--- src/trigger_io_pkg.sv ---
// Purpose: shared constants and types for the trigger and result I/O sequencer
// Assumes: 100 MHz pclk, 32-bit APB slave with byte addresses
// Notes:   all timing figures below are in their own units; cycle counts derive from them
package trigger_io_pkg;

  // ==========================================================================
  // clock and time base
  localparam int CLK_PERIOD_NS  = 10;
  localparam int TICK_US_NS     = 1000;
  localparam int CYCLES_PER_US  = (TICK_US_NS + CLK_PERIOD_NS - 1) / CLK_PERIOD_NS;
  localparam int US_PER_100US   = 100;
  localparam int HUNDRED_US_PER_MS = 10;

  // ==========================================================================
  // register offsets (byte addresses)
  localparam logic [7:0] OFF_CTRL    = 8'h00;
  localparam logic [7:0] OFF_FLASH   = 8'h04;
  localparam logic [7:0] OFF_SHUTTER = 8'h08;
  localparam logic [7:0] OFF_READY_T = 8'h0C;
  localparam logic [7:0] OFF_STROBE  = 8'h10;
  localparam logic [7:0] OFF_DATA    = 8'h14;
  localparam logic [7:0] OFF_RESULT  = 8'h18;
  localparam logic [7:0] OFF_CMD     = 8'h1C;
  localparam logic [7:0] OFF_STATUS  = 8'h20;

  // ==========================================================================
  // field positions
  localparam int CTRL_MODE_LSB   = 0;
  localparam int CTRL_BUF_BIT    = 2;
  localparam int CTRL_FAFTER_BIT = 3;
  localparam int CTRL_HS_BIT     = 4;
  localparam int LO_LSB          = 0;
  localparam int HI_LSB          = 16;
  localparam int RESULT_ALL_BIT  = 16;
  localparam int CMD_DONE_BIT    = 0;

  // ==========================================================================
  // reset values
  localparam logic [15:0] RST_FLASH_ACT  = 16'h0000;
  localparam logic [15:0] RST_FLASH_DUR  = 16'h000A;
  localparam logic [15:0] RST_SHUTTER    = 16'h03E8;
  localparam logic [15:0] RST_READY_T_MS = 16'h000A;
  localparam logic [15:0] RST_STR_DELAY  = 16'h0001;
  localparam logic [15:0] RST_STR_LEN    = 16'h0005;
  localparam logic [15:0] RST_DATA_DUR   = 16'h000A;
  localparam logic [15:0] RST_TIMEOUT    = 16'h0064;

  // extra time margins used when deciding a flash stays on for good
  localparam int REFRESH_US_DEF = 16000;
  localparam int PROC_US_DEF    = 1000;

  // ==========================================================================
  // types
  typedef enum logic [1:0] {
    MODE_SINGLE,
    MODE_TWO_CAPTURE_TRIGGER,
    MODE_ONE_CAPTURE_TRIGGER
  } cam_mode_t;

  typedef struct packed {
    logic        psel;
    logic        penable;
    logic        pwrite;
    logic [7:0]  paddr;
    logic [31:0] pwdata;
  } apb_req_t;

  typedef struct packed {
    cam_mode_t mode;
    logic      buffered;
    logic      flash_after;
    logic      handshake;
  } cfg_t;

endpackage

--- src/time_base.sv ---
// Purpose: 1 us, 100 us and 1 ms tick pulses from pclk
// Assumes: ticks are one pclk cycle wide
// Notes:   the slower ticks fall on the same cycle as a faster one
module time_base #(
  parameter int CYC_US = trigger_io_pkg::CYCLES_PER_US
) (
  input  wire logic pclk,      // system clock
  input  wire logic presetn,   // async reset, active low
  output logic      tick_us,   // 1 us pulse
  output logic      tick_100us,// 100 us pulse
  output logic      tick_ms    // 1 ms pulse
);
  import trigger_io_pkg::*;

  logic [7:0] cyc_cnt;
  logic [6:0] us_cnt;
  logic [3:0] hus_cnt;

  // ==========================================================================
  // cascaded prescalers
  always_ff @(posedge pclk or negedge presetn) begin
    if (!presetn) begin
      cyc_cnt    <= 8'h00;
      us_cnt     <= 7'h00;
      hus_cnt    <= 4'h0;
      tick_us    <= 1'b0;
      tick_100us <= 1'b0;
      tick_ms    <= 1'b0;
    end else begin
      tick_us    <= 1'b0;
      tick_100us <= 1'b0;
      tick_ms    <= 1'b0;
      if (cyc_cnt == 8'(CYC_US - 1)) begin
        cyc_cnt <= 8'h00;
        tick_us <= 1'b1;
        if (us_cnt == 7'(US_PER_100US - 1)) begin
          us_cnt     <= 7'h00;
          tick_100us <= 1'b1;
          if (hus_cnt == 4'(HUNDRED_US_PER_MS - 1)) begin
            hus_cnt <= 4'h0;
            tick_ms <= 1'b1;
          end else begin
            hus_cnt <= hus_cnt + 4'h1;
          end
        end else begin
          us_cnt <= us_cnt + 7'h01;
        end
      end else begin
        cyc_cnt <= cyc_cnt + 8'h01;
      end
    end
  end

endmodule

--- src/trigger_io_seq.sv ---
// Purpose: capture trigger, flash and parallel result sequencer with an APB register file
// Assumes: triggers and acknowledge are asynchronous pins; processing end comes from software
// Notes:   one capture engine serves both cameras, so captures never overlap
// What this block does
// - buffered mode captures the next image while the previous one is processed
// - buffered triggers are taken only while capture-done is high
// - capture-done comes back high when a buffered capture finishes
// - capture during processing gives a ready pulse of programmable length, default 10 ms
// - no capture during processing holds ready high until the next accepted trigger
// - a second camera trigger waits until the first capture completes
// - two-trigger mode takes the camera triggers in either order
// - one-trigger dual mode ignores the trigger while any capture runs
// - one-trigger dual mode captures both images, then raises capture-done a and b
// - flash-before mode starts the flash after the delay, shutter follows it
// - flash-after mode opens the shutter first, flash follows
// - flash offset counts microseconds, flash length counts 100 us units
// - flash longer than shutter plus refresh plus processing stays on continuously
// - result port has sixteen lines plus one overall result line
// - ready starts a strobe delay in ms, strobe rises when it expires
// - without handshake strobe has set length, data held delay plus length at least
// - handshake timeout without acknowledge aborts output and raises error
// - with handshake strobe falls once acknowledge is seen
// - with handshake new data appears only after acknowledge is low again
// - non-buffered mode drops ready on an accepted trigger, raises it when done
module trigger_io_seq #(
  parameter int REFRESH_US = trigger_io_pkg::REFRESH_US_DEF,
  parameter int PROC_US    = trigger_io_pkg::PROC_US_DEF
) (
  input  wire logic                     pclk,               // system clock
  input  wire logic                     presetn,            // async reset, active low
  input  wire trigger_io_pkg::apb_req_t apb,                // apb request
  output logic [31:0]                   prdata,             // apb read data
  output logic                          pready,             // apb ready
  output logic                          pslverr,            // apb error, unmapped
  input  wire logic                     capture_trigger_a,  // camera a trigger pin
  input  wire logic                     capture_trigger_b,  // camera b trigger pin
  input  wire logic                     ack_in,             // handshake acknowledge pin
  output logic                          capture_done_a,     // camera a can take trigger
  output logic                          capture_done_b,     // camera b can take trigger
  output logic                          ready,              // inspection ready
  output logic                          shutter_internal_a, // camera a shutter
  output logic                          shutter_internal_b, // camera b shutter
  output logic                          light_strobe_a,     // flash a
  output logic                          light_strobe_b,     // flash b
  output logic                          result_strobe,      // result strobe
  output logic [15:0]                   result_lines,       // result data
  output logic                          overall_result_out, // overall result
  output logic                          error_out,          // handshake error
  output logic                          error_led           // error indicator
);
  import trigger_io_pkg::*;

  typedef enum {OUT_IDLE, OUT_DELAY, OUT_STROBE, OUT_HOLD, OUT_RELEASE} out_state_t;

  function automatic logic hit(input logic [7:0] a, input logic [7:0] off);
    return a == off;
  endfunction

  function automatic logic [19:0] ext(input logic [15:0] v);
    return {4'h0, v};
  endfunction

  logic        tick_us, tick_100us, tick_ms;
  cfg_t        cfg;
  logic [15:0] fl_act, fl_dur, sh_len, ready_t, str_dly, str_len, data_dur, tmo;
  logic [15:0] res_lines;
  logic        res_all;
  logic [2:0]  sync_a, sync_b, sync_k;
  logic        rise_a, rise_b, ack_lvl;
  logic        wr_acc, proc_done_cmd;
  logic        pend_a, pend_b, got_a, got_b, cap_active, cur_b;
  logic [19:0] t_us;
  logic        fl_started, flash;
  logic [15:0] fl_cnt;
  logic        flash_always;
  logic        proc_busy, buf_full, cap_during;
  logic [15:0] ready_cnt;
  logic        gate, acc_a, acc_b, cap_finish, set_done, proc_end, two_cam;
  logic [19:0] sh_start, fl_start, sh_end;
  out_state_t  out_st;
  logic [15:0] out_cnt, data_cnt;
  logic        start_pend, out_start;

  time_base u_time_base (
    .pclk       (pclk),
    .presetn    (presetn),
    .tick_us    (tick_us),
    .tick_100us (tick_100us),
    .tick_ms    (tick_ms)
  );

  // ==========================================================================
  // pin synchronisers; only the second stage and later are read
  always_ff @(posedge pclk or negedge presetn) begin
    if (!presetn) begin
      sync_a <= 3'b000;
      sync_b <= 3'b000;
      sync_k <= 3'b000;
    end else begin
      sync_a <= {sync_a[1:0], capture_trigger_a};
      sync_b <= {sync_b[1:0], capture_trigger_b};
      sync_k <= {sync_k[1:0], ack_in};
    end
  end
  assign rise_a  = sync_a[1] & ~sync_a[2];
  assign rise_b  = sync_b[1] & ~sync_b[2];
  assign ack_lvl = sync_k[1];

  // ==========================================================================
  // apb slave: one wait-free access, answer flopped from the setup cycle
  assign wr_acc        = apb.psel & apb.penable & pready & apb.pwrite;
  assign proc_done_cmd = wr_acc & hit(apb.paddr, OFF_CMD) & apb.pwdata[CMD_DONE_BIT];

  always_ff @(posedge pclk or negedge presetn) begin
    if (!presetn) begin
      pready  <= 1'b0;
      pslverr <= 1'b0;
      prdata  <= 32'h0000_0000;
    end else begin
      pready  <= apb.psel & ~apb.penable;
      pslverr <= 1'b0;
      prdata  <= 32'h0000_0000;
      if (apb.psel & ~apb.penable) begin
        unique case (1'b1)
          hit(apb.paddr, OFF_CTRL):
            prdata <= {27'h0, cfg.handshake, cfg.flash_after, cfg.buffered, cfg.mode};
          hit(apb.paddr, OFF_FLASH):   prdata <= {fl_dur, fl_act};
          hit(apb.paddr, OFF_SHUTTER): prdata <= {16'h0000, sh_len};
          hit(apb.paddr, OFF_READY_T): prdata <= {16'h0000, ready_t};
          hit(apb.paddr, OFF_STROBE):  prdata <= {str_len, str_dly};
          hit(apb.paddr, OFF_DATA):    prdata <= {tmo, data_dur};
          hit(apb.paddr, OFF_RESULT):  prdata <= {15'h0000, res_all, res_lines};
          hit(apb.paddr, OFF_CMD):     prdata <= 32'h0000_0000;
          hit(apb.paddr, OFF_STATUS):
            prdata <= {23'h0, flash_always, error_out, out_st != OUT_IDLE, buf_full,
                       proc_busy, cap_active, ready, capture_done_b, capture_done_a};
          default: pslverr <= 1'b1;
        endcase
      end
    end
  end

  // configuration and result registers
  always_ff @(posedge pclk or negedge presetn) begin
    if (!presetn) begin
      cfg       <= '{mode: MODE_SINGLE, buffered: 1'b0, flash_after: 1'b0, handshake: 1'b0};
      fl_act    <= RST_FLASH_ACT;
      fl_dur    <= RST_FLASH_DUR;
      sh_len    <= RST_SHUTTER;
      ready_t   <= RST_READY_T_MS;
      str_dly   <= RST_STR_DELAY;
      str_len   <= RST_STR_LEN;
      data_dur  <= RST_DATA_DUR;
      tmo       <= RST_TIMEOUT;
      res_lines <= 16'h0000;
      res_all   <= 1'b0;
    end else if (wr_acc) begin
      if (hit(apb.paddr, OFF_CTRL)) begin
        cfg.mode        <= cam_mode_t'(apb.pwdata[CTRL_MODE_LSB +: 2]);
        cfg.buffered    <= apb.pwdata[CTRL_BUF_BIT];
        cfg.flash_after <= apb.pwdata[CTRL_FAFTER_BIT];
        cfg.handshake   <= apb.pwdata[CTRL_HS_BIT];
      end
      if (hit(apb.paddr, OFF_FLASH)) begin
        fl_act <= apb.pwdata[LO_LSB +: 16];
        fl_dur <= apb.pwdata[HI_LSB +: 16];
      end
      if (hit(apb.paddr, OFF_SHUTTER)) sh_len <= apb.pwdata[LO_LSB +: 16];
      if (hit(apb.paddr, OFF_READY_T)) ready_t <= apb.pwdata[LO_LSB +: 16];
      if (hit(apb.paddr, OFF_STROBE)) begin
        str_dly <= apb.pwdata[LO_LSB +: 16];
        str_len <= apb.pwdata[HI_LSB +: 16];
      end
      if (hit(apb.paddr, OFF_DATA)) begin
        data_dur <= apb.pwdata[LO_LSB +: 16];
        tmo      <= apb.pwdata[HI_LSB +: 16];
      end
      if (hit(apb.paddr, OFF_RESULT)) begin
        res_lines <= apb.pwdata[LO_LSB +: 16];
        res_all   <= apb.pwdata[RESULT_ALL_BIT];
      end
    end
  end

  // ==========================================================================
  // trigger acceptance; unbuffered also waits for processing to end
  assign two_cam  = cfg.mode != MODE_SINGLE;
  assign gate     = cfg.buffered ? ~buf_full : ~(proc_busy | buf_full);
  assign acc_a    = rise_a & capture_done_a & gate;
  assign acc_b    = rise_b & capture_done_b & gate & (cfg.mode == MODE_TWO_CAPTURE_TRIGGER);
  assign sh_start = cfg.flash_after ? 20'h00001 : ext(fl_act) + 20'h00001;
  assign fl_start = cfg.flash_after ? ext(fl_act) + 20'h00001 : ext(fl_act);
  assign sh_end   = sh_start + ext(sh_len);
  assign cap_finish = cap_active & fl_started & ~flash & (t_us >= sh_end);
  assign set_done = cap_finish & ~pend_a & ~pend_b &
                    (two_cam ? ((got_a | ~cur_b) & (got_b | cur_b)) : 1'b1);
  assign proc_end = proc_busy & proc_done_cmd;

  // capture-done flags and pending requests
  always_ff @(posedge pclk or negedge presetn) begin
    if (!presetn) begin
      capture_done_a <= 1'b1;
      capture_done_b <= 1'b1;
      pend_a         <= 1'b0;
      pend_b         <= 1'b0;
      got_a          <= 1'b0;
      got_b          <= 1'b0;
    end else begin
      if (cap_finish) begin
        if (cur_b) got_b <= 1'b1;
        else       got_a <= 1'b1;
        if (cfg.mode != MODE_ONE_CAPTURE_TRIGGER) begin
          if (cur_b) capture_done_b <= 1'b1;
          else       capture_done_a <= 1'b1;
        end
      end
      if (set_done) begin
        got_a <= 1'b0;
        got_b <= 1'b0;
        if (cfg.mode == MODE_ONE_CAPTURE_TRIGGER) begin
          capture_done_a <= 1'b1;
          capture_done_b <= 1'b1;
        end
      end
      if (acc_a) begin
        capture_done_a <= 1'b0;
        pend_a         <= 1'b1;
        if (cfg.mode == MODE_ONE_CAPTURE_TRIGGER) begin
          capture_done_b <= 1'b0;
          pend_b         <= 1'b1;
        end
      end
      if (acc_b) begin
        capture_done_b <= 1'b0;
        pend_b         <= 1'b1;
      end
      if (~cap_active & pend_a) pend_a <= acc_a;
      else if (~cap_active & pend_b) pend_b <= acc_b;
    end
  end

  // ==========================================================================
  // capture engine; camera a wins, so a held second trigger waits its turn
  always_ff @(posedge pclk or negedge presetn) begin
    if (!presetn) begin
      cap_active <= 1'b0;
      cur_b      <= 1'b0;
      t_us       <= 20'h00000;
      fl_started <= 1'b0;
      flash      <= 1'b0;
      fl_cnt     <= 16'h0000;
    end else if (~cap_active) begin
      t_us       <= 20'h00000;
      fl_started <= 1'b0;
      flash      <= 1'b0;
      if (pend_a | pend_b) begin
        cap_active <= 1'b1;
        cur_b      <= ~pend_a;
      end
    end else begin
      if (tick_us) t_us <= t_us + 20'h00001;
      if (~fl_started & (t_us >= fl_start)) begin
        fl_started <= 1'b1;
        flash      <= 1'b1;
        fl_cnt     <= fl_dur;
      end else if (flash) begin
        if (fl_cnt == 16'h0000) flash <= 1'b0;
        else if (tick_100us) fl_cnt <= fl_cnt - 16'h0001;
      end
      if (cap_finish) cap_active <= 1'b0;
    end
  end

  // flash held on when its length outlasts the whole frame
  always_ff @(posedge pclk or negedge presetn) begin
    if (!presetn) begin
      flash_always <= 1'b0;
    end else begin
      flash_always <= ({8'h00, fl_dur} * 24'(US_PER_100US)) >
                      (24'(sh_len) + 24'(REFRESH_US) + 24'(PROC_US));
    end
  end

  // camera side outputs, all flopped
  always_ff @(posedge pclk or negedge presetn) begin
    if (!presetn) begin
      shutter_internal_a <= 1'b0;
      shutter_internal_b <= 1'b0;
      light_strobe_a     <= 1'b0;
      light_strobe_b     <= 1'b0;
    end else begin
      shutter_internal_a <= cap_active & ~cur_b & (t_us >= sh_start) & (t_us < sh_end);
      shutter_internal_b <= cap_active & cur_b & (t_us >= sh_start) & (t_us < sh_end);
      light_strobe_a     <= (flash & ~cur_b) | flash_always;
      light_strobe_b     <= (flash & cur_b) | (flash_always & two_cam);
    end
  end

  // ==========================================================================
  // processing bookkeeping and ready
  always_ff @(posedge pclk or negedge presetn) begin
    if (!presetn) begin
      proc_busy  <= 1'b0;
      buf_full   <= 1'b0;
      cap_during <= 1'b0;
    end else begin
      if (proc_end) begin
        cap_during <= 1'b0;
        proc_busy  <= buf_full | set_done;
        buf_full   <= 1'b0;
      end else if (set_done) begin
        if (proc_busy) begin
          buf_full   <= 1'b1;
          cap_during <= 1'b1;
        end else begin
          proc_busy <= 1'b1;
        end
      end
    end
  end

  always_ff @(posedge pclk or negedge presetn) begin
    if (!presetn) begin
      ready     <= 1'b1;
      ready_cnt <= 16'h0000;
    end else begin
      if (tick_ms & (ready_cnt != 16'h0000)) begin
        ready_cnt <= ready_cnt - 16'h0001;
        if (ready_cnt == 16'h0001) ready <= 1'b0;
      end
      if (acc_a | acc_b) begin
        ready     <= 1'b0;
        ready_cnt <= 16'h0000;
      end
      if (proc_end) begin
        ready     <= 1'b1;
        ready_cnt <= cap_during ? ready_t : 16'h0000;
      end
    end
  end

  // ==========================================================================
  // parallel result port
  assign out_start = (out_st == OUT_IDLE) & (proc_end | start_pend);

  always_ff @(posedge pclk or negedge presetn) begin
    if (!presetn) begin
      start_pend <= 1'b0;
    end else if (proc_end & (~out_start | start_pend)) begin // set wins over a take
      start_pend <= 1'b1;
    end else if (out_start) begin
      start_pend <= 1'b0;
    end
  end

  // a busy port postpones the next result rather than cutting the current one
  always_ff @(posedge pclk or negedge presetn) begin
    if (!presetn) begin
      out_st             <= OUT_IDLE;
      out_cnt            <= 16'h0000;
      data_cnt           <= 16'h0000;
      result_strobe      <= 1'b0;
      result_lines       <= 16'h0000;
      overall_result_out <= 1'b0;
      error_out          <= 1'b0;
      error_led          <= 1'b0;
    end else begin
      if (tick_ms & (out_cnt != 16'h0000)) out_cnt <= out_cnt - 16'h0001;
      if (tick_ms & (data_cnt != 16'h0000)) data_cnt <= data_cnt - 16'h0001;
      unique case (out_st)
        OUT_IDLE: begin
          if (out_start) begin
            result_lines       <= res_lines;
            overall_result_out <= res_all;
            error_out          <= 1'b0;
            error_led          <= 1'b0;
            out_cnt            <= str_dly;
            data_cnt           <= data_dur;
            out_st             <= OUT_DELAY;
          end
        end
        OUT_DELAY: begin
          if (out_cnt == 16'h0000) begin
            result_strobe <= 1'b1;
            out_cnt       <= cfg.handshake ? tmo : str_len;
            out_st        <= OUT_STROBE;
          end
        end
        OUT_STROBE: begin
          if (cfg.handshake & ack_lvl) begin
            result_strobe <= 1'b0;
            out_st        <= OUT_RELEASE;
          end else if (out_cnt == 16'h0000) begin
            result_strobe <= 1'b0;
            if (cfg.handshake) begin
              error_out <= 1'b1;
              error_led <= 1'b1;
              out_st    <= OUT_RELEASE;
            end else begin
              out_st <= OUT_HOLD;
            end
          end
        end
        OUT_HOLD: begin
          if (data_cnt == 16'h0000) out_st <= OUT_IDLE;
        end
        OUT_RELEASE: begin
          if (~ack_lvl) out_st <= OUT_IDLE;
        end
      endcase
    end
  end

endmodule

--- config.mk ---
export PLATFORM = sky130hd
export DESIGN_NAME = trigger_io_seq
export DESIGN_NICKNAME = d
export VERILOG_FILES = /design/src/trigger_io_pkg.sv /design/src/time_base.sv /design/src/trigger_io_seq.sv
export SDC_FILE = /design/constraint.sdc
export NUM_CORES = 1
export LEC_CHECK = 0
export ABC_AREA = 1
export BUFFER_PORTS_ARGS = -buffer_cell sky130_fd_sc_hd__buf_4
export CAP_MARGIN = 5
export CORE_ASPECT_RATIO = 0.5
export CORE_UTILIZATION = 55
export DETAILED_ROUTE_END_ITERATION = 12
export PLACE_DENSITY = 0.73
export SYNTH_ARGS = -nofsm -noshare
export SYNTH_HDL_FRONTEND = slang
export SYNTH_SLANG_ARGS = --single-unit
--- constraint.sdc ---
create_clock -name pclk -period 4.3 [get_ports pclk]
set_input_delay 0 -clock pclk [delete_from_list [all_inputs] [get_ports pclk]]
set_output_delay 0 -clock pclk [all_outputs]
set_load 0.03 [all_outputs]
==> results.sh <==
export IMPL_yosys_area_top_type="dfrtp_1"
export IMPL_fp_dieW_um=279
export IMPL_track_usage=0.323
export IMPL_syn_area_per_cell_um2=7.68
export IMPL_cts_sinks=339
export IMPL_min_path_type="input pin to asynchronous set/reset pin"
export IMPL_fin_nets=3100
export IMPL_use_met1=0.480
export IMPL_slew_limit_headroom=0.230
export IMPL_gp_congestion=0.967
export IMPL_antenna_found_initial=1
export IMPL_fp_row_count=50
export IMPL_cts_tree="built"
export IMPL_busiest_layer="met2"
export IMPL_drv_cap=0
export IMPL_fin_area_mm2=0.0241
export IMPL_powerDensity_mw_per_mm2=263
export IMPL_yosysSeqAreaShare=0.404
export IMPL_grt_max_degree=105
export IMPL_power_leakage_nw=11.8
export IMPL_clk_pin_slew_worst_paths_ps=70
export IMPL_synth_area_mm2=0.0211
export IMPL_globalRouteMet3Util=0.0449
export IMPL_hpwl_mm=46.9
export IMPL_port_buffers=108
export IMPL_h_tree_depth=1
export IMPL_core_mm2=0.0376
export IMPL_intPower_mw=4.86
export IMPL_first_global_vias=17800
export IMPL_hold_violations=5
export IMPL_syn_nets=2951
export IMPL_crit_path_end_kind="flop"
export IMPL_fin_hold_ws_ps=-9.67
export IMPL_netSwitchingFraction=0.235
export IMPL_synth_cell_type_count=61
export IMPL_die_y_um=140
export IMPL_start_util=0.561
export IMPL_dpl_instance_area_mm2=0.0225
export IMPL_switchingPower_mw=1.49
export IMPL_cp_required_ps=4810
export IMPL_grt_pass1_wl_mm=98.4
export IMPL_ir_worst_vdd_mv=0.322
export IMPL_worstMarginPinSlew_ps=1150
export IMPL_setup_slack_ps=136
export IMPL_worst_clock_skew_ps=28.0
export IMPL_synth_top_area_share=0.378
export IMPL_io_pins=109
export IMPL_setup_viol=0
export IMPL_final_core_util=0.641
export IMPL_syn_to_final_growth_pct=14.3
export IMPL_arrival_ps=4680
export IMPL_synth_area_leaders="dfrtp_1, nand2_1, ha_1, o21ai_0, inv_1"
export IMPL_ant_nets=0
export IMPL_p_clk_frac=0.452
export IMPL_drv_slew=0
export IMPL_synth_edff_count=0
export IMPL_reg_top3="prdata: 32 flops, t_us: 20 flops"
export IMPL_critPathKind="flop to flop"
export IMPL_power_frac_seq=0.506
export IMPL_grt_overflow=0
export IMPL_die_area_mm2=0.0392
export IMPL_finalCriticalPeriod_ps=4160
export IMPL_largest_register="prdata"
export IMPL_vias=19300
export IMPL_yosys_warnings=0
export IMPL_via_per_inst=5.61
export IMPL_fillers=3300
export IMPL_comb_power_share=0.042
export IMPL_synthFlopType="dfrtp_1"
export IMPL_grt_use_met2=0.493
export IMPL_drt_total_wl_mm=63.2
export IMPL_layout_drive_gt1_share=0.106
export IMPL_critical_path_startpoint_type="flop"
export IMPL_clk_latency_ps=600
export IMPL_fmax_ghz=0.240
export IMPL_clock_root_buffer="clkbuf_16"
export IMPL_violations="hold timing"
export IMPL_dp_slack_ps=-30.4
export IMPL_first_pass_iters=5
export IMPL_cts_max_path_buffers=3
export IMPL_numCtsBuffers=31
export IMPL_status="finished, violations left"
export IMPL_fin_crit_sh=0.968
export IMPL_wire_per_inst_um=18.4
export IMPL_synth_seq_cells=339
export IMPL_critPathMaxFanout=5
export IMPL_largest_register_ffs=32
export IMPL_first_iter_violations=1939
export IMPL_drc_errors=0
export IMPL_syn_instance_count=2743
export IMPL_synthArstFlopShare=1.00
==> per-layer routing <==
metal,share of wire,wire length (µm)
met5,0,0
met3,0.082,5190
met4,0.030,1890
met2,0.44,27500
met1,0.45,28600
==> worst paths after layout <==
path / slack (ps) / endpoint / cells past startpoint / from
max: 140 / capture_done_a$_DFF_PN1_ / 27 / fl_act[0]$_DFFE_PN0P_
min: -10 / out_st[2]$_DFFE_PN0P_ / 2 / presetn
min in group pclk: 30 / pslverr$_DFF_PN0_ / 4 / apb[34]
min reg2reg: 350 / sync_a[1]$_DFF_PN0_ / 0 / sync_a[0]$_DFF_PN0_
max in group asynchronous: 3110 / ready_t[15]$_DFFE_PN0P_ / 3 / presetn
max reg2reg: 140 / capture_done_a$_DFF_PN1_ / 27 / fl_act[0]$_DFFE_PN0P_
==> layout by cell type, fill, tap and decap left out, types with 8 or more instances in the layout <==
cell,instances
o21ai_0,274
nand2_1,683
a31oi_1,31
o21bai_1,8
inv_1,361
xnor2_1,19
nor2_1,224
dfrtp_1,318
nand4_1,29
nand3_1,102
fa_1,12
inv_2,15
o21ai_1,12
clkbuf_16,31
buf_4,147
a21oi_1,102
xor2_1,79
dlygate4sd3_1,41
nor3_1,42
ha_1,145
nand2_2,20
o211ai_1,14
dfstp_2,21
nor4_1,9
o22ai_1,32
nor2_2,10
==> cell type report <==
type                            count  area, µm²  area share
Antenna cell                        1       2.50    0.000104
Clock buffer                       40        840      0.0348
Tap cell                          520        651      0.0270
Sequential cell                   339       8510       0.353
Timing Repair Buffer              190       1550      0.0643
Multi-Input combinational cell   1950      10900       0.454
Clock inverter                     18        190     0.00789
Inverter                          380       1430      0.0592
==> synth_stat cells, types with 9 or more instances <==
master and number:
nand4_1 29, clkbuf_1 40, dfrtp_1 318, dfstp_2 21, nor4_1 10, nor3_1 45, a21oi_1 106, a31oi_1 31
nand3_1 104, o211ai_1 14, o21ai_0 283, xnor2_1 19, nand2_2 10, xor2_1 80, inv_1 365, inv_2 11
nor2_1 227, nand2_1 693, buf_2 21, nor2_2 9, ha_1 148, fa_1 12, o22ai_1 32
==> metrics by stage <==
| stage | std cells | setup TNS, ps | hold WS (ps) | power [mW] |
|---|---|---|---|---|
| 6_report | 3438 | 0 | -9.67 | 6.35 |
| 5_1_grt | 3437 | -576 | 28.0 | 6.53 |
| 4_1_cts | 3431 | 0 | 3.02 | 6.38 |
| 3_5_place_dp | 3332 | -69.0 | 56.8 | 3.51 |
| 3_3_place_gp | 3332 | 0 | 48.8 | 3.50 |
| 2_1_floorplan | 2743 | 0 | -296 | 3.35 |
==> power groups by stage <==
stage                     Clock (mW)  Sequential [mW]  Combinational (mW)
after detailed placement           0             3.27               0.236
after floorplan                    0             3.27              0.0788
after CTS                       2.90             3.21               0.267
after global placement             0             3.27               0.233
final                           2.87             3.21               0.268
after global routing            3.02             3.21               0.296
==> repair_timing <==
action,in CTS,in global routing
hold buffers,41,0
gates resized for setup,1,44
setup buffers,0,6
setup endpoints to repair,5,9
endpoints found under the hold margin,254,0
gates cloned,0,0
pin swaps,1,18
==> logic make-up (layout without fill, tap and decap cells) <==
logic type | Yosys count | after routing | share of synthesized area
buffers and inverters | 454 | 628 | 0.0842
adder cells (fa/ha/maj) | 160 | 160 | 0.0993
multiplexers | 4 | 4 | 0.00190
AND/OR/NAND/NOR | 1163 | 1163 | 0.231
flip-flops | 339 | 339 | 0.404
other | 0 | 1 | 0
AO/OA/AOI/OAI | 524 | 524 | 0.139
XOR/XNOR | 99 | 99 | 0.0411
==> critical path: stages, from the launching register on <==
cell,delay (ps)
dfrtp_1,380
ha_2,190
nand2_1,70
nor2_2,150
buf_4,150
nand2_1,60
nor2_1,140
nor2_1,90
nand2_1,110
inv_1,50
ha_1,340
a21oi_1,220
o21ai_0,200
a211oi_1,260
nand2_1,100
xor2_1,190
ha_1,280
nand2_1,70
nand2_1,40
nand2_1,50
nand2_1,70
a21oi_2,190
nand4_1,220
buf_4,200
nand4_1,80
nand3_1,70
nand2_1,60
inv_1,40
(Power assumes the default switching activity.)
